`src/hw/supervisor_pkg.sv`:
```
// Purpose: shared constants for the window supervisor reset-delay logic
// Assumes: 250 MHz core clock, times given in microseconds
// Notes:   cycle counts derive from the printed times and the clock rate
package supervisor_pkg;

    // ************************************************************
    // clock and counter geometry
    // ************************************************************
    localparam int unsigned CLK_MHZ = 250;   // 4 ns period
    localparam int unsigned CNT_W   = 32;

    // ************************************************************
    // times as printed, microseconds
    // ************************************************************
    localparam int unsigned T_INIT_US    = 381;       // pin evaluation
    localparam int unsigned T_DISCH_US   = 10;        // pin discharge phase
    localparam int unsigned T_EARLY_US   = 20;        // early pin sample
    localparam int unsigned T_RST_NC_US  = 200000;    // 200 ms, pin open
    localparam int unsigned T_RST_PU_US  = 10000;     // 10 ms, pull-up
    localparam int unsigned T_CAP_MIN_US = 703;       // capacitor least
    localparam int unsigned T_CAP_MAX_US = 3220000;   // 3.22 s, longest

    // ************************************************************
    // derived cycle counts (whole microseconds, so no rounding)
    // ************************************************************
    localparam int unsigned INIT_CYC    = T_INIT_US * CLK_MHZ;
    localparam int unsigned DISCH_CYC   = T_DISCH_US * CLK_MHZ;
    localparam int unsigned EARLY_CYC   = T_EARLY_US * CLK_MHZ;
    localparam int unsigned RST_NC_CYC  = T_RST_NC_US * CLK_MHZ;
    localparam int unsigned RST_PU_CYC  = T_RST_PU_US * CLK_MHZ;
    localparam int unsigned CAP_MIN_CYC = T_CAP_MIN_US * CLK_MHZ;
    localparam int unsigned CAP_MAX_CYC = T_CAP_MAX_US * CLK_MHZ;

    // ************************************************************
    // types
    // ************************************************************
    typedef enum logic [1:0] {
        ST_FAULT,
        ST_EVAL,
        ST_DELAY,
        ST_RUN
    } sup_state_e;

    typedef enum logic [1:0] {
        MODE_OPEN,
        MODE_PULLUP,
        MODE_CAP
    } delay_mode_e;

endpackage : supervisor_pkg

```
`src/hw/phase_counter.sv`:
```
// Purpose: saturating cycle counter timing each supervisor phase
// Assumes: single clock, clear taken synchronously
// Notes:   saturates so a stalled phase never wraps to a short count
`timescale 1ns/1ps
module phase_counter #(
    parameter int unsigned W = 32
) (
    // clock and reset
    input  wire logic         i_clk,
    input  wire logic         i_rst_b,
    // control
    input  wire logic         i_clear,
    // count
    output logic [W-1:0]      o_count
);

    logic [W-1:0] count_reg;
    logic [W-1:0] count_next;

    // next count, restart from zero on clear
    always_comb begin
        if (i_clear) begin
            count_next = '0;
        end else if (count_reg != {W{1'b1}}) begin
            count_next = count_reg + {{(W-1){1'b0}}, 1'b1};
        end else begin
            count_next = count_reg;
        end
    end

    // count register
    always_ff @(posedge i_clk or negedge i_rst_b) begin
        if (!i_rst_b) begin
            count_reg <= '0;
        end else begin
            count_reg <= count_next;
        end
    end

    assign o_count = count_reg;

endmodule : phase_counter

```
`src/hw/window_supervisor_reset_delay.sv`:
```
// Purpose: reset output sequencing for a window voltage supervisor
// Assumes: comparator flags already synchronous to i_clk
// Notes:   reset and config pins are open drain, modelled as out plus oe
`timescale 1ns/1ps
module window_supervisor_reset_delay
    import supervisor_pkg::*;
#(
    parameter int unsigned INIT_CYCLES    = INIT_CYC,
    parameter int unsigned DISCH_CYCLES   = DISCH_CYC,
    parameter int unsigned EARLY_CYCLES   = EARLY_CYC,
    parameter int unsigned RST_NC_CYCLES  = RST_NC_CYC,
    parameter int unsigned RST_PU_CYCLES  = RST_PU_CYC,
    parameter int unsigned CAP_MIN_CYCLES = CAP_MIN_CYC,
    parameter int unsigned CAP_MAX_CYCLES = CAP_MAX_CYC
) (
    // clock and reset
    input  wire logic i_clk,
    input  wire logic i_rst_b,
    // comparator flags
    input  wire logic i_undervoltage,
    input  wire logic i_overvoltage,
    // variant strap pin
    input  wire logic i_adjustable_variant,
    // reset_delay_config_pin, open drain
    input  wire logic i_cfg_pin,
    output logic      o_cfg_pin_out,
    output logic      o_cfg_pin_oe,
    // active-low system reset, open drain
    output logic      o_sys_rst_b_out,
    output logic      o_sys_rst_b_oe
);

    // ************************************************************
    // pin synchronisers
    // ************************************************************
    logic        cfg_meta_reg;
    logic        cfg_sync_reg;
    logic        adj_meta_reg;
    logic        adj_sync_reg;

    // two flops each; only the second stage is read
    always_ff @(posedge i_clk or negedge i_rst_b) begin
        if (!i_rst_b) begin
            cfg_meta_reg <= 1'b0;
            cfg_sync_reg <= 1'b0;
            adj_meta_reg <= 1'b0;
            adj_sync_reg <= 1'b0;
        end else begin
            cfg_meta_reg <= i_cfg_pin;
            cfg_sync_reg <= cfg_meta_reg;
            adj_meta_reg <= i_adjustable_variant;
            adj_sync_reg <= adj_meta_reg;
        end
    end

    // ************************************************************
    // fault decode and phase counter
    // ************************************************************
    logic             fault;
    logic [CNT_W-1:0] cnt;
    logic             cnt_clear;
    sup_state_e       state_reg;
    sup_state_e       state_next;

    // adjustable variant watches only undervoltage
    assign fault = i_undervoltage
                 | (i_overvoltage & ~adj_sync_reg);

    // restart the count at every change of phase
    assign cnt_clear = (state_next != state_reg);

    phase_counter #(
        .W       (CNT_W)
    ) u_phase_counter (
        .i_clk   (i_clk),
        .i_rst_b (i_rst_b),
        .i_clear (cnt_clear),
        .o_count (cnt)
    );

    // ************************************************************
    // sequencer
    // ************************************************************
    delay_mode_e mode_reg;
    delay_mode_e mode_next;
    logic        early_high_reg;
    logic        early_high_next;
    logic        delay_done;
    logic        rst_oe_next;
    logic        cfg_oe_next;

    // delay end per strap; capacitor ends on charge, clamped both ways
    always_comb begin
        unique case (mode_reg)
            MODE_OPEN:   delay_done = (cnt == CNT_W'(RST_NC_CYCLES - 1));
            MODE_PULLUP: delay_done = (cnt == CNT_W'(RST_PU_CYCLES - 1));
            MODE_CAP:    delay_done =
                ((cnt >= CNT_W'(CAP_MIN_CYCLES - 1)) && cfg_sync_reg)
                || (cnt >= CNT_W'(CAP_MAX_CYCLES - 1));
            default:     delay_done = 1'b1;
        endcase
    end

    // next state, mode and pin enables
    always_comb begin
        state_next      = state_reg;
        mode_next       = mode_reg;
        early_high_next = early_high_reg;
        if (fault) begin
            state_next = ST_FAULT;
        end else begin
            unique case (state_reg)
                ST_FAULT: state_next = ST_EVAL;
                ST_EVAL: begin
                    if (cnt == CNT_W'(EARLY_CYCLES)) begin
                        early_high_next = cfg_sync_reg;
                    end
                    if (cnt == CNT_W'(INIT_CYCLES - 1)) begin
                        state_next = ST_DELAY;
                        // fast rise means resistor, late rise open pin
                        if (early_high_reg) begin
                            mode_next = MODE_PULLUP;
                        end else if (cfg_sync_reg) begin
                            mode_next = MODE_OPEN;
                        end else begin
                            mode_next = MODE_CAP;
                        end
                    end
                end
                ST_DELAY: begin
                    if (delay_done) begin
                        state_next = ST_RUN;
                    end
                end
                ST_RUN:   state_next = ST_RUN;
            endcase
        end
        // reset driven low everywhere but run
        rst_oe_next = (state_next != ST_RUN);
        // discharge the config pin in fault and at start of evaluation
        cfg_oe_next = (state_next == ST_FAULT)
                    || ((state_next == ST_EVAL)
                        && ((state_reg != ST_EVAL)
                            || (cnt < CNT_W'(DISCH_CYCLES - 1))));
    end

    // sequencer registers; reset starts asserted and discharging
    always_ff @(posedge i_clk or negedge i_rst_b) begin
        if (!i_rst_b) begin
            state_reg       <= ST_FAULT;
            mode_reg        <= MODE_OPEN;
            early_high_reg  <= 1'b0;
            o_sys_rst_b_oe  <= 1'b1;
            o_sys_rst_b_out <= 1'b0;
            o_cfg_pin_oe    <= 1'b1;
            o_cfg_pin_out   <= 1'b0;
        end else begin
            state_reg       <= state_next;
            mode_reg        <= mode_next;
            early_high_reg  <= early_high_next;
            o_sys_rst_b_oe  <= rst_oe_next;
            o_sys_rst_b_out <= 1'b0;   // open drain only ever pulls low
            o_cfg_pin_oe    <= cfg_oe_next;
            o_cfg_pin_out   <= 1'b0;
        end
    end
endmodule : window_supervisor_reset_delay
```
`config.mk`:
```
export PLATFORM = sky130hd
export DESIGN_NAME = window_supervisor_reset_delay
export DESIGN_NICKNAME = d
export VERILOG_FILES = /design/src/hw/supervisor_pkg.sv /design/src/hw/phase_counter.sv /design/src/hw/window_supervisor_reset_delay.sv
export SDC_FILE = /design/constraint.sdc
export NUM_CORES = 1
export LEC_CHECK = 0
export ABC_AREA = 1
export BUFFER_PORTS_ARGS = -buffer_cell sky130_fd_sc_hd__buf_4
export CORE_UTILIZATION = 30
export DETAILED_ROUTE_END_ITERATION = 7
export PLACE_DENSITY = 0.5
export SKIP_CTS_REPAIR_TIMING = 1
export SLEW_MARGIN = 10
export SYNTH_ARGS = -nofsm -noshare
export SYNTH_HDL_FRONTEND = slang
export SYNTH_SLANG_ARGS = --single-unit
```
`constraint.sdc`:
```
create_clock -name i_clk -period 3.87 [get_ports i_clk]
set_input_delay 0.1935 -clock i_clk [delete_from_list [all_inputs] [get_ports i_clk]]
set_output_delay 0.1935 -clock i_clk [all_outputs]
set_load 0.02 [all_outputs]
```
==> impl_summary.log, run 1 <==
[metrics] WL/cell: 13.4 microns
[metrics] prevailing post-synth register cell: sky130_fd_sc_hd__dfrtp_1
[metrics] Max Clock Skew: 0.0119 ns
[metrics] depth of the CTS H-tree: 2
[metrics] sequential fraction of design power: 0.516
[metrics] via count: 2509
[metrics] initial antenna violation count: 0
[metrics] Pre-Repair DR Iteration Count: 4
[metrics] CTS tree: yes
[metrics] Worst Setup Path Type: flop to flop
[metrics] Relative slew margins: 0.593
[metrics] average via count per standard cell: 4.63
[metrics] clock insertion delay at the later pin of the skew report: 0.30 ns
[metrics] deepest clock path buffer count: 2
[metrics] number of nets in the layout: 422
[metrics] Sinks on Clock Net: 43
[metrics] required time of the worst setup path: 4.08 ns
[metrics] final antenna-violating net count: 0
[metrics] sort of element at the start of the critical path: flop
[metrics] end point of the most critical hold path: state_reg[0]
[metrics] Site Rows: 35
[metrics] startpoint of the worst-slack reg-to-reg timing path: u_phase_counter.o_count[0]
[metrics] Critical Path Fanout Max: 32
[metrics] most common cell after layout, fill and taps aside: sky130_fd_sc_hd__nand2_1
[metrics] critical path, cell by cell: ha_1 -> nand2_1 -> nor3_1 -> nand3_1 -> nor2_1 -> nand2_1 -> a21oi_1 -> nand2_1 -> nand2_2 -> nand2_2 -> nand2_2 -> nand3_4 -> nor2_2
[metrics] class of the tightest hold or removal check: input pin to flop
[metrics] Post-synth EDFFs: 0
[metrics] count of cells along the worst hold path: 4
[metrics] static leakage: 1.39 nW
[metrics] count of buffers from port buffering: 7
[metrics] Critical path buffers and inverters: 0
[metrics] register-to-register path setup slack: 1.38 ns
[metrics] clock-pin slew on the worst setup and hold paths: 0.08 ns
[metrics] horizontal extent of the die: 101 microns
[metrics] power per unit of standard cell area: 283 mW/mm^2
[metrics] final-report hold violation count: 0
[metrics] core footprint: 0.00937 sq mm
[metrics] half-perimeter wire length after placement: 5490 microns
[metrics] Syn Area/Cell: 7.30 sq um
[metrics] startpoint of the tightest hold check path: i_undervoltage
[metrics] via count of the first global-routing pass: 2484
[metrics] Worst Setup End Kind: flop
[metrics] transition at the pin with the smallest max-transition slack: 0.611 ns
[metrics] maximum clock frequency: 0.401 GHz
[metrics] number of max-slew violations in the final report: 0
[metrics] internal power of the cells: 0.680 mW
[metrics] maximum capacitance violations: 0
[metrics] number of endpoints failing setup at the final stage: 0
[metrics] FF-to-FF path depth: 13
[metrics] flip-flop and latch count after synthesis: 43
[metrics] Crit-path slowest cell: sky130_fd_sc_hd__nand3_4
[metrics] switching power share of the total: 0.252
[metrics] number of inserted diodes: 0
[metrics] Cell Area, Synth: 0.00294 sq mm
[metrics] flip-flop count of the largest register after layout: 32
[metrics] worst voltage drop across the vdd grid: 0.000160 V
[metrics] IO Pins: 10
[metrics] Sw Pwr: 0.230 mW
[metrics] routability cong.: 0.845
[metrics] # DRC: 0
[metrics] endpoint of the worst-slack reg-to-reg timing path: u_phase_counter.o_count[14]
[metrics] longest individual stage delay on the worst path: 0.44 ns
[metrics] placement-stage cell area: 0.00308 sq mm
[metrics] effective utilization at floorplan: 0.314
[metrics] synthesized netlist cell count: 403
[metrics] YS warnings: 0
[metrics] final total negative setup slack: 0 ns
[metrics] post-route minimum period: 2.49 ns
[metrics] area growth from synthesis to final layout: 9.49%
[metrics] combinational share of power: 0.098
[metrics] share of synthesized registers carrying an async set or reset: 1.00
[metrics] total global routing track utilization: 0.157
[metrics] total overflow reported by the global router: 0
[metrics] clock root buffer: sky130_fd_sc_hd__clkbuf_8
[metrics] 1st-iter DRT viols: 169
[metrics] routed wire length: 7240 microns
[metrics] arrival time at the worst endpoint: 2.71 ns
[metrics] Die Area: 0.0102 sq mm
[metrics] largest net degree at the start of global routing: 44
[metrics] most frequent cells in the layout: 78 x sky130_fd_sc_hd__nand2_1, 64 x sky130_fd_sc_hd__inv_1, 52 x sky130_fd_sc_hd__nor2_1
[metrics] fraction of final layout cells with drive strength greater than 1: 0.145
[metrics] sequential element share of the synthesized area: 0.367
[metrics] delay-heaviest family, CP: simple AND/OR/NAND/NOR gates
[metrics] clock buffers created by TritonCTS: 5
[metrics] part of the power in the clock network: 0.387
[metrics] RSZ-0062 raised after global routing: false
[metrics] Cell variety after synth: 34
[metrics] final design area excluding fillers: 0.00322 sq mm
[metrics] outcome: complete, no violations
[metrics] final clock period utilization by the worst path: 0.644
[metrics] die outline height: 101 microns
[metrics] wire length of the first global-routing pass: 12300 microns
-- per-stage QoR --
stage / setup slack (ns) / hold slack [ns] / utilization / power [mW] / std cells
finish: 1.38 / 0.230 / 0.344 / 0.910 / 542
global route: 1.06 / 0.269 / 0.344 / 0.952 / 542
detailed placement: 1.37 / 0.238 / 0.329 / 0.566 / 531
floorplan: 2.02 / -0.102 / - / 0.544 / 404
global placement: 1.44 / 0.225 / 0.329 / 0.567 / 531
CTS: 1.35 / -0.0913 / 0.340 / 0.924 / 539
-- layout make-up --
type	instances	area, sq um
clock buffers	7	76.3
clock inverters	1	30.0
fillers	1013	6150
inverters	65	244
multi-input cells	287	1550
flip-flops and latches	43	1080
well taps	129	161
repair buffers	10	82.6
-- layer usage --
layer,wire [microns],track usage
met5,0,0
met1,3540,0.211
met4,109,0.0479
met3,424,0.0416
met2,3160,0.246
-- tightest hold or removal path, delay by kind of cell --
family,cells,cell delay (ns)
buffers and inverters,2,0.11
AND/OR/NAND/NOR,1,0.11
AO/OA/AOI/OAI,1,0.08
-- power by group through the flow --
stage / Combinational [mW] / Sequential, mW / Clock (mW)
after CTS: 0.0885 / 0.470 / 0.366
after floorplan: 0.0689 / 0.475 / 0
final: 0.0890 / 0.469 / 0.352
after global routing: 0.102 / 0.471 / 0.379
after global placement: 0.0892 / 0.478 / 0
after detailed placement: 0.0881 / 0.478 / 0
-- cell families (layout without fill, tap and decap cells) --
family                   count (synthesis)  after routing  synth area share
adder cells (fa/ha/maj)                  4              4            0.0170
other                                    1              2           0.00127
flip-flops                              43             43             0.367
multiplexers                             1              1           0.00383
AND/OR/NAND/NOR                        235            235             0.386
buffers and inverters                   74             83             0.108
XOR/XNOR                                28             28            0.0834
AO/OA/AOI/OAI                           17             17            0.0332
-- worst max-delay path by stage --
stage                          startpoint                           to  slack [ns]  depth (start not counted)
4_1_cts        u_phase_counter.o_count[0]  u_phase_counter.o_count[25]        1.35                         13
2_1_floorplan  u_phase_counter.o_count[1]  u_phase_counter.o_count[10]        2.02                         10
6_report       u_phase_counter.o_count[0]  u_phase_counter.o_count[14]        1.38                         13
3_5_place_dp   u_phase_counter.o_count[0]  u_phase_counter.o_count[31]        1.37                         13
5_1_grt        u_phase_counter.o_count[9]  u_phase_counter.o_count[25]        1.06                         16
3_3_place_gp   u_phase_counter.o_count[0]  u_phase_counter.o_count[26]        1.44                         13
-- cells in the mapped netlist (3+ instances only) --
| library cell | count | area [sq um] |
|---|---|---|
| sky130_fd_sc_hd__a21oi_1 | 6 | 30.0 |
| sky130_fd_sc_hd__buf_2 | 3 | 15.0 |
| sky130_fd_sc_hd__buf_6 | 4 | 45.0 |
| sky130_fd_sc_hd__dfrtp_1 | 41 | 1030 |
| sky130_fd_sc_hd__ha_1 | 4 | 50.1 |
| sky130_fd_sc_hd__inv_1 | 64 | 240 |
| sky130_fd_sc_hd__nand2_1 | 78 | 293 |
| sky130_fd_sc_hd__nand2_2 | 4 | 25.0 |
| sky130_fd_sc_hd__nand3_1 | 24 | 120 |
| sky130_fd_sc_hd__nand4_1 | 15 | 93.8 |
| sky130_fd_sc_hd__nor2_1 | 52 | 195 |
| sky130_fd_sc_hd__nor2_2 | 32 | 200 |
| sky130_fd_sc_hd__nor3_1 | 16 | 80.1 |
| sky130_fd_sc_hd__nor4_1 | 3 | 18.8 |
| sky130_fd_sc_hd__o21ai_0 | 5 | 25.0 |
| sky130_fd_sc_hd__o31ai_1 | 3 | 22.5 |
| sky130_fd_sc_hd__xor2_1 | 26 | 228 |
No activity file was read; power rests on OpenSTA's default activity.
==> inputs of run 2 (changes only) <==
ABC_AREA = 0   (was 1)
PLACE_DENSITY = 0.51   (was 0.5)
clock period = 2.5 ns   (was 3.87 ns; I/O delays follow)
==> run 2 against run 1 <==
  * Sequential power is 53% higher
  * Global-route usage is 0.78 points lower
  * Clock skew hardly changed
  * Non-clock buffer count is 32 higher
  * Final cell count is 19% lower
  * Worst hold slack worse by 0.15 ns
  * Maximum frequency is 3.8% higher
  * Worst setup slack worse by 1.3 ns
  * Synthesized area is 8.5% lower
==> impl_summary.log, run 2 <==
[metrics] outcome: complete, no violations
[metrics] total global routing track utilization: 0.149 (-0.00783)
[metrics] arrival time at the worst endpoint: 2.60 ns (-0.11 ns)
[metrics] wire length of the first global-routing pass: 11200 microns (-9.3%)
[metrics] combinational share of power: 0.083 (-0.015)
[metrics] Relative slew margins: 0.634 (+0.0411)
[metrics] fraction of final layout cells with drive strength greater than 1: 0.217 (+0.0716)
[metrics] CTS tree: yes
[metrics] clock insertion delay at the later pin of the skew report: 0.30 ns (about the same)
[metrics] leading post-synthesis cells by cell area: sky130_fd_sc_hd__dfrtp_1 38%, sky130_fd_sc_hd__nor2_1 6.8%, sky130_fd_sc_hd__xnor2_1 6.2%
[metrics] most frequent cells in the layout: 49 x sky130_fd_sc_hd__nor2_1, 39 x sky130_fd_sc_hd__dfrtp_1, 37 x sky130_fd_sc_hd__buf_4
[metrics] class of the tightest hold or removal check: input pin to flop
[metrics] die outline height: 96.7 microns (-4.3%)
[metrics] static leakage: 1.33 nW (-4.8%)
[metrics] flip-flop and latch count after synthesis: 43 (unchanged)
[metrics] effective utilization at floorplan: 0.308 (-0.00542)
[metrics] most area-hungry cell type in the Yosys netlist: sky130_fd_sc_hd__dfrtp_1
[metrics] number of max-slew violations in the final report: 0 (unchanged)
[metrics] post-route minimum period: 2.40 ns (-0.0924 ns)
[metrics] transition at the pin with the smallest max-transition slack: 0.549 ns (-0.0617 ns)
[metrics] sort of element at the start of the critical path: flop
[metrics] Site Rows: 34 (-2.9%)
[metrics] Cell variety after synth: 52 (+53%)
[metrics] Max Clock Skew: 0.0117 ns (-0.000217 ns)
[metrics] # DRC: 0 (unchanged)
[metrics] count of buffers from port buffering: 7 (unchanged)
[metrics] Critical Path Fanout Max: 17 (-47%)
[metrics] number of nets in the layout: 341 (-19%)
[metrics] YS warnings: 0 (unchanged)
[metrics] required time of the worst setup path: 2.70 ns (-1.38 ns)
[metrics] Sinks on Clock Net: 43 (unchanged)
[metrics] crit path to: u_phase_counter.o_count[30]
[metrics] prevailing post-synth register cell: sky130_fd_sc_hd__dfrtp_1
[metrics] switching power share of the total: 0.255 (+0.00261)
[metrics] startpoint of the worst-slack reg-to-reg timing path: u_phase_counter.o_count[0]
[metrics] routed wire length: 6900 microns (-4.7%)
[metrics] core footprint: 0.00872 sq mm (-6.9%)
[metrics] startpoint of the tightest hold check path: i_undervoltage
[metrics] area growth from synthesis to final layout: 19.0%
[metrics] clock root buffer: sky130_fd_sc_hd__clkbuf_8
[metrics] longest individual stage delay on the worst path: 0.58 ns (+0.14 ns)
[metrics] final clock period utilization by the worst path: 0.960 (+0.316)
[metrics] Setup WS post-layout: 0.0996 ns (-1.28 ns)
[metrics] most instantiated library cell after synthesis: sky130_fd_sc_hd__nor2_1
[metrics] maximum clock frequency: 0.417 GHz (+3.8%)
[metrics] average via count per standard cell: 5.10 (+10%)
[metrics] critical path, cell by cell: ha_2 -> and4_1 -> nand4_1 -> or4_1 -> a32oi_4 -> o21ba_4 -> buf_12 -> nor2_1
[metrics] most common cell after layout, fill and taps aside: sky130_fd_sc_hd__nor2_1
[metrics] worst slack after detailed placement: 0.0438 ns (-1.32 ns)
[metrics] power per unit of standard cell area: 410 mW/mm^2 (+45%)
[metrics] final-report hold violation count: 0 (unchanged)
[metrics] largest net degree at the start of global routing: 44 (unchanged)
[metrics] clock-pin slew on the worst setup and hold paths: 0.09 ns (about the same)
[metrics] IO Pins: 10 (unchanged)
[metrics] number of endpoints failing setup at the final stage: 0 (unchanged)
[metrics] Pre-Repair DR Iteration Count: 4 (unchanged)
[metrics] via count of the first global-routing pass: 2124 (-14%)
[metrics] synthesized netlist cell count: 301 (-25%)
[metrics] internal power of the cells: 0.977 mW (+44%)
[metrics] number of inserted diodes: 0 (unchanged)
[metrics] Worst setup startpoint: u_phase_counter.o_count[0]
[metrics] sequential fraction of design power: 0.548 (+0.032)
[metrics] worst voltage drop across the vdd grid: 0.000211 V (+32%)
[metrics] deepest clock path buffer count: 2 (unchanged)
[metrics] via count: 2242 (-11%)
[metrics] final antenna-violating net count: 0 (unchanged)
[metrics] routability cong.: 0.886 (+4.9%)
[metrics] total overflow reported by the global router: 0 (unchanged)
[metrics] clock buffers created by TritonCTS: 5 (unchanged)
[metrics] horizontal extent of the die: 96.7 microns (-4.3%)
[metrics] Worst Setup Path Type: flop to flop
[metrics] WL/cell: 15.7 microns (+17%)
[metrics] Syn Area/Cell: 8.94 sq um (+22%)
[metrics] maximum capacitance violations: 0 (unchanged)
[metrics] Crit-path slowest cell: sky130_fd_sc_hd__or4_1
[metrics] share of synthesized registers carrying an async set or reset: 1.00 (unchanged)
[metrics] half-perimeter wire length after placement: 5160 microns (-5.9%)
[metrics] register-to-register path setup slack: 0.1 ns (-1.28 ns)
[metrics] initial antenna violation count: 0 (unchanged)
[metrics] Post-synth EDFFs: 0 (unchanged)
[metrics] 1st-iter DRT viols: 155 (-8.3%)
[metrics] top cells by count, synth: 49 x sky130_fd_sc_hd__nor2_1, 41 x sky130_fd_sc_hd__dfrtp_1, 28 x sky130_fd_sc_hd__nand2_1
[metrics] Sw Pwr: 0.334 mW (+46%)
[metrics] FF-to-FF path depth: 8 (-5)
[metrics] part of the power in the clock network: 0.369 (-0.018)
[metrics] Cell Area, Synth: 0.00269 sq mm (-8.5%)
[metrics] Pwr Total: 1.31 mW (+44%)
[metrics] portion of synthesized cell area occupied by the leading cell type: 0.381 (+0.0326)
[metrics] endpoint of the worst-slack reg-to-reg timing path: u_phase_counter.o_count[30]
[metrics] Die Area: 0.00935 sq mm (-8.4%)
[metrics] depth of the CTS H-tree: 2 (unchanged)
[metrics] final core area utilization: 0.367 (+0.0233)
[metrics] sequential element share of the synthesized area: 0.401 (+0.0343)
[metrics] flip-flop count of the largest register after layout: 32 (unchanged)
[metrics] Worst Setup End Kind: flop
==> run 2: critical path, delay by kind of cell (launching register included) <==
kind	cells	cell delay (ns)
AOI/OAI and AO/OA	2	0.49
adders and majority gates	1	0.22
buffers and inverters	1	0.15
DFF	1	0.41
and+or+nand+nor	4	1.02
==> run 2: metal layers <==
metal / wire (microns) / track usage
met1: 3330 / 0.213
met2: 3230 / 0.238
met3: 245 / 0.0238
met4: 97 / 0.0310
met5: 0 / 0
==> run 2: power by group through the flow <==
stage / registers [mW] / logic (mW) / clock network [mW]
2_1_floorplan: 0.728 / 0.0661 / 0
3_3_place_gp: 0.730 / 0.104 / 0
3_5_place_dp: 0.732 / 0.106 / 0
4_1_cts: 0.718 / 0.106 / 0.507
5_1_grt: 0.721 / 0.123 / 0.525
6_report: 0.719 / 0.108 / 0.484
==> run 2: kinds of logic after synthesis <==
family,after synthesis,share of synthesized area
xor gates and xnor gates,31,0.101
adders and majority gates,4,0.0186
buffers and inverters,28,0.0623
and+or+nand+nor,167,0.342
DFF,43,0.401
AOI/OAI and AO/OA,25,0.0651
other,1,0.00139
muxes,2,0.00837
==> run 2: worst min path at each step <==
stage,to,cells past startpoint,slack [ns]
after floorplan,adj_meta_reg,0,-0.17
after global placement,u_phase_counter.o_count[25],1,0.16
after detailed placement,u_phase_counter.o_count[25],1,0.16
after CTS,u_phase_counter.o_count[5],1,-0.17
after global routing,o_cfg_pin_oe,3,0.10
final,o_cfg_pin_oe,3,0.08
==> run 2: per-stage QoR <==
step           cells  instance area [sq um]  hold slack (ns)  TNS, ns
6_report         440                   3200           0.0760        0
5_1_grt          440                   3200            0.105   -0.327
4_1_cts          436                   3100           -0.169        0
3_5_place_dp     428                   3000            0.164        0
3_3_place_gp     428                   3000            0.156        0
2_1_floorplan    302                   2690           -0.171        0
==> run 2: layout make-up <==
cell class                      count  area [sq um]
Timing Repair Buffer               42           348
Fill cell                         881          5520
Clock buffer                        6          82.6
Inverter                            8          30.0
Clock inverter                      2          16.3
Tap cell                          108           135
Multi-Input combinational cell    231          1510
Sequential cell                    43          1080
==> inputs of run 3 (changes only) <==
CAP_MARGIN = 0   (was default)
clock period = 2.4 ns   (was 2.5 ns; I/O delays follow)
==> run 3 against run 2 <==
  * Clock skew shrank 0.0027 ns
  * Sequential power grew 3.6%
  * First-iteration DRC count grew 54%
==> impl_summary.log, run 3 (synthesized netlist as in run 2, its figures left out) <==
[metrics] register-to-register path setup slack: 0.1 ns (about the same)
[metrics] Sequential Area: 0.00108 sq mm (-0.12%)
[metrics] arrival time at the worst endpoint: 2.49 ns (-0.11 ns)
[metrics] count of buffers from port buffering: 7 (unchanged)
[metrics] wire length of the first global-routing pass: 11300 microns (+1.4%)
[metrics] layout filler cell count: 875 (-0.68%)
[metrics] routability cong.: 0.897 (+1.2%)
[metrics] Worst Setup Path Type: flop to flop
[metrics] outcome: complete, no violations
[metrics] clock root buffer: sky130_fd_sc_hd__clkbuf_8
[metrics] Pre-Repair DR Iteration Count: 4 (unchanged)
[metrics] path length in cells of the critical path: 8 (unchanged)
[metrics] power per unit of standard cell area: 446 mW/mm^2 (+8.8%)
[metrics] via count of the first global-routing pass: 2160 (+1.7%)
[metrics] clock-pin slew on the worst setup and hold paths: 0.09 ns (about the same)
[metrics] 1st-iter DRT viols: 238 (+54%)
[metrics] critical path, cell by cell: nor4_4 -> and4_1 -> nand4b_1 -> nor4_2 -> o21ai_0 -> o21ba_4 -> buf_12 -> nor2_1
[metrics] IO Pins: 10 (unchanged)
[metrics] final-report hold violation count: 0 (unchanged)
[metrics] # DRC: 0 (unchanged)
[metrics] final antenna-violating net count: 0 (unchanged)
[metrics] non-filler instance count after layout: 443 (+0.68%)
[metrics] longest individual stage delay on the worst path: 0.45 ns (-0.13 ns)
[metrics] startpoint of the worst-slack reg-to-reg timing path: u_phase_counter.o_count[19]
[metrics] Critical path buffers and inverters: 1 (unchanged)
[metrics] die outline height: 96.7 microns (unchanged)
[metrics] class of the tightest hold or removal check: input pin to flop
[metrics] startpoint of the tightest hold check path: i_undervoltage
[metrics] delay-heaviest family, CP: simple AND/OR/NAND/NOR gates
[metrics] most common cell after layout, fill and taps aside: sky130_fd_sc_hd__nor2_1
[metrics] average via count per standard cell: 5.09 (-0.10%)
[metrics] transition at the pin with the smallest max-transition slack: 0.544 ns (-0.00466 ns)
[metrics] endpoint of the worst-slack reg-to-reg timing path: u_phase_counter.o_count[22]
[metrics] Relative slew margins: 0.637 (+0.00311)
[metrics] clock buffers created by TritonCTS: 5 (unchanged)
[metrics] total overflow reported by the global router: 0 (unchanged)
[metrics] number of nets in the layout: 344 (+0.88%)
[metrics] Max Clock Skew: 0.00897 ns (-0.00274 ns)
[metrics] horizontal extent of the die: 96.7 microns (unchanged)
[metrics] count of cells along the worst hold path: 3 (unchanged)
[metrics] Sinks on Clock Net: 43 (unchanged)
[metrics] routed wire length: 6790 microns (-1.7%)
[metrics] maximum clock frequency: 0.435 GHz (+4.3%)
[metrics] number of endpoints failing setup at the final stage: 0 (unchanged)
[metrics] placement-stage cell area: 0.00300 sq mm (unchanged)
[metrics] final total negative setup slack: 0 ns (unchanged)
[metrics] largest net degree at the start of global routing: 44 (unchanged)
[metrics] area taken by multi-input logic gates: 0.00152 sq mm (+0.75%)
[metrics] effective utilization at floorplan: 0.308 (unchanged)
[metrics] FF-to-FF path depth: 8 (unchanged)
[metrics] number of placed instances, taps included: 428 (unchanged)
[metrics] WL/cell: 15.3 microns (-2.4%)
[metrics] Crit-path slowest cell: sky130_fd_sc_hd__dfrtp_1
[metrics] half-perimeter wire length after placement: 5010 microns (-3.0%)
[metrics] Site Rows: 34 (unchanged)
[metrics] total global routing track utilization: 0.152 (+0.00318)
[metrics] fraction of final layout cells with drive strength greater than 1: 0.236 (+0.0190)
[metrics] Critical Path Fanout Max: 15 (-2)
[metrics] most frequent cells in the layout: 48 x sky130_fd_sc_hd__nor2_1, 40 x sky130_fd_sc_hd__dfrtp_1, 40 x sky130_fd_sc_hd__buf_4
[metrics] CTS tree: yes
[metrics] number of max-slew violations in the final report: 0 (unchanged)
[metrics] post-route minimum period: 2.30 ns (-0.0997 ns)
[metrics] worst voltage drop across the vdd grid: 0.000216 V (+2.4%)
[metrics] sort of element at the start of the critical path: flop
[metrics] core footprint: 0.00872 sq mm (unchanged)
[metrics] depth of the CTS H-tree: 2 (unchanged)
[metrics] end point of the most critical hold path: o_cfg_pin_oe
[metrics] number of inserted diodes: 0 (unchanged)
[metrics] maximum capacitance violations: 0 (unchanged)
[metrics] required time of the worst setup path: 2.59 ns (-0.11 ns)
[metrics] Worst Setup End Kind: flop
[metrics] final design area excluding fillers: 0.00325 sq mm (+1.4%)
[metrics] static leakage: 1.33 nW (about the same)
[metrics] flip-flop count of the largest register after layout: 32 (unchanged)
[metrics] Die Area: 0.00935 sq mm (unchanged)
[metrics] area growth from synthesis to final layout: 20.7%
[metrics] via count: 2255 (+0.58%)
[metrics] initial antenna violation count: 0 (unchanged)
[metrics] final clock period utilization by the worst path: 0.959 (-0.00152)
[metrics] deepest clock path buffer count: 2 (unchanged)
[metrics] clock insertion delay at the later pin of the skew report: 0.30 ns (about the same)
-- run 3: worst max path at each step --
stage / from / endpoint / slack, ns
floorplan: u_phase_counter.o_count[0] / u_phase_counter.o_count[18] / 0.13
global placement: u_phase_counter.o_count[19] / u_phase_counter.o_count[7] / 0.0008
detailed placement: u_phase_counter.o_count[26] / mode_reg[0] / -0.03
CTS: u_phase_counter.o_count[26] / u_phase_counter.o_count[28] / -0.02
global route: u_phase_counter.o_count[26] / u_phase_counter.o_count[29] / -0.03
finish: u_phase_counter.o_count[19] / u_phase_counter.o_count[22] / 0.1
-- run 3: final cells by class --
class / count / area share
Timing Repair Buffer: 45 / 0.114
Inverter: 8 / 0.00925
Clock inverter: 3 / 0.0135
Sequential cell: 43 / 0.333
Clock buffer: 5 / 0.0212
Multi-Input combinational cell: 231 / 0.468
Tap cell: 108 / 0.0416
-- run 3: metrics by stage --
step | util | hold slack [ns] | power (mW) | worst slack (ns)
floorplan | - | -0.176 | 0.827 | 0.133
global placement | 0.344 | 0.151 | 0.871 | 0.000819
global route | 0.372 | 0.0645 | 1.52 | -0.0340
finish | 0.372 | 0.0632 | 1.45 | 0.0992
CTS | 0.357 | -0.175 | 1.46 | -0.0232
detailed placement | 0.344 | 0.151 | 0.872 | -0.0258
-- run 3: per-layer routing --
metal	up-vias	wire [microns]	GRT usage	part of all wire
li1	1106	-	-	-
met1	1100	3250	0.226	0.48
met2	44	3200	0.230	0.47
met3	5	281	0.0282	0.041
met4	0	56	0.0310	0.0083
met5	-	0	0	0
-- run 3: worst register-to-register path: cells and delay by family, from the launching register on --
family	cells	cell delay, ns
AO/OA/AOI/OAI	2	0.42
AND/OR/NAND/NOR	5	1.18
flip-flops	1	0.45
buffers and inverters	1	0.15
-- run 3: where the power goes --
| part | total, mW | internal [mW] | switching (mW) | leakage, nW |
|---|---|---|---|---|
| sequential | 0.745 | 0.736 | 0.00955 | 0.579 |
| clock | 0.580 | 0.310 | 0.269 | 0.0581 |
| combinational | 0.122 | 0.0531 | 0.0689 | 0.692 |
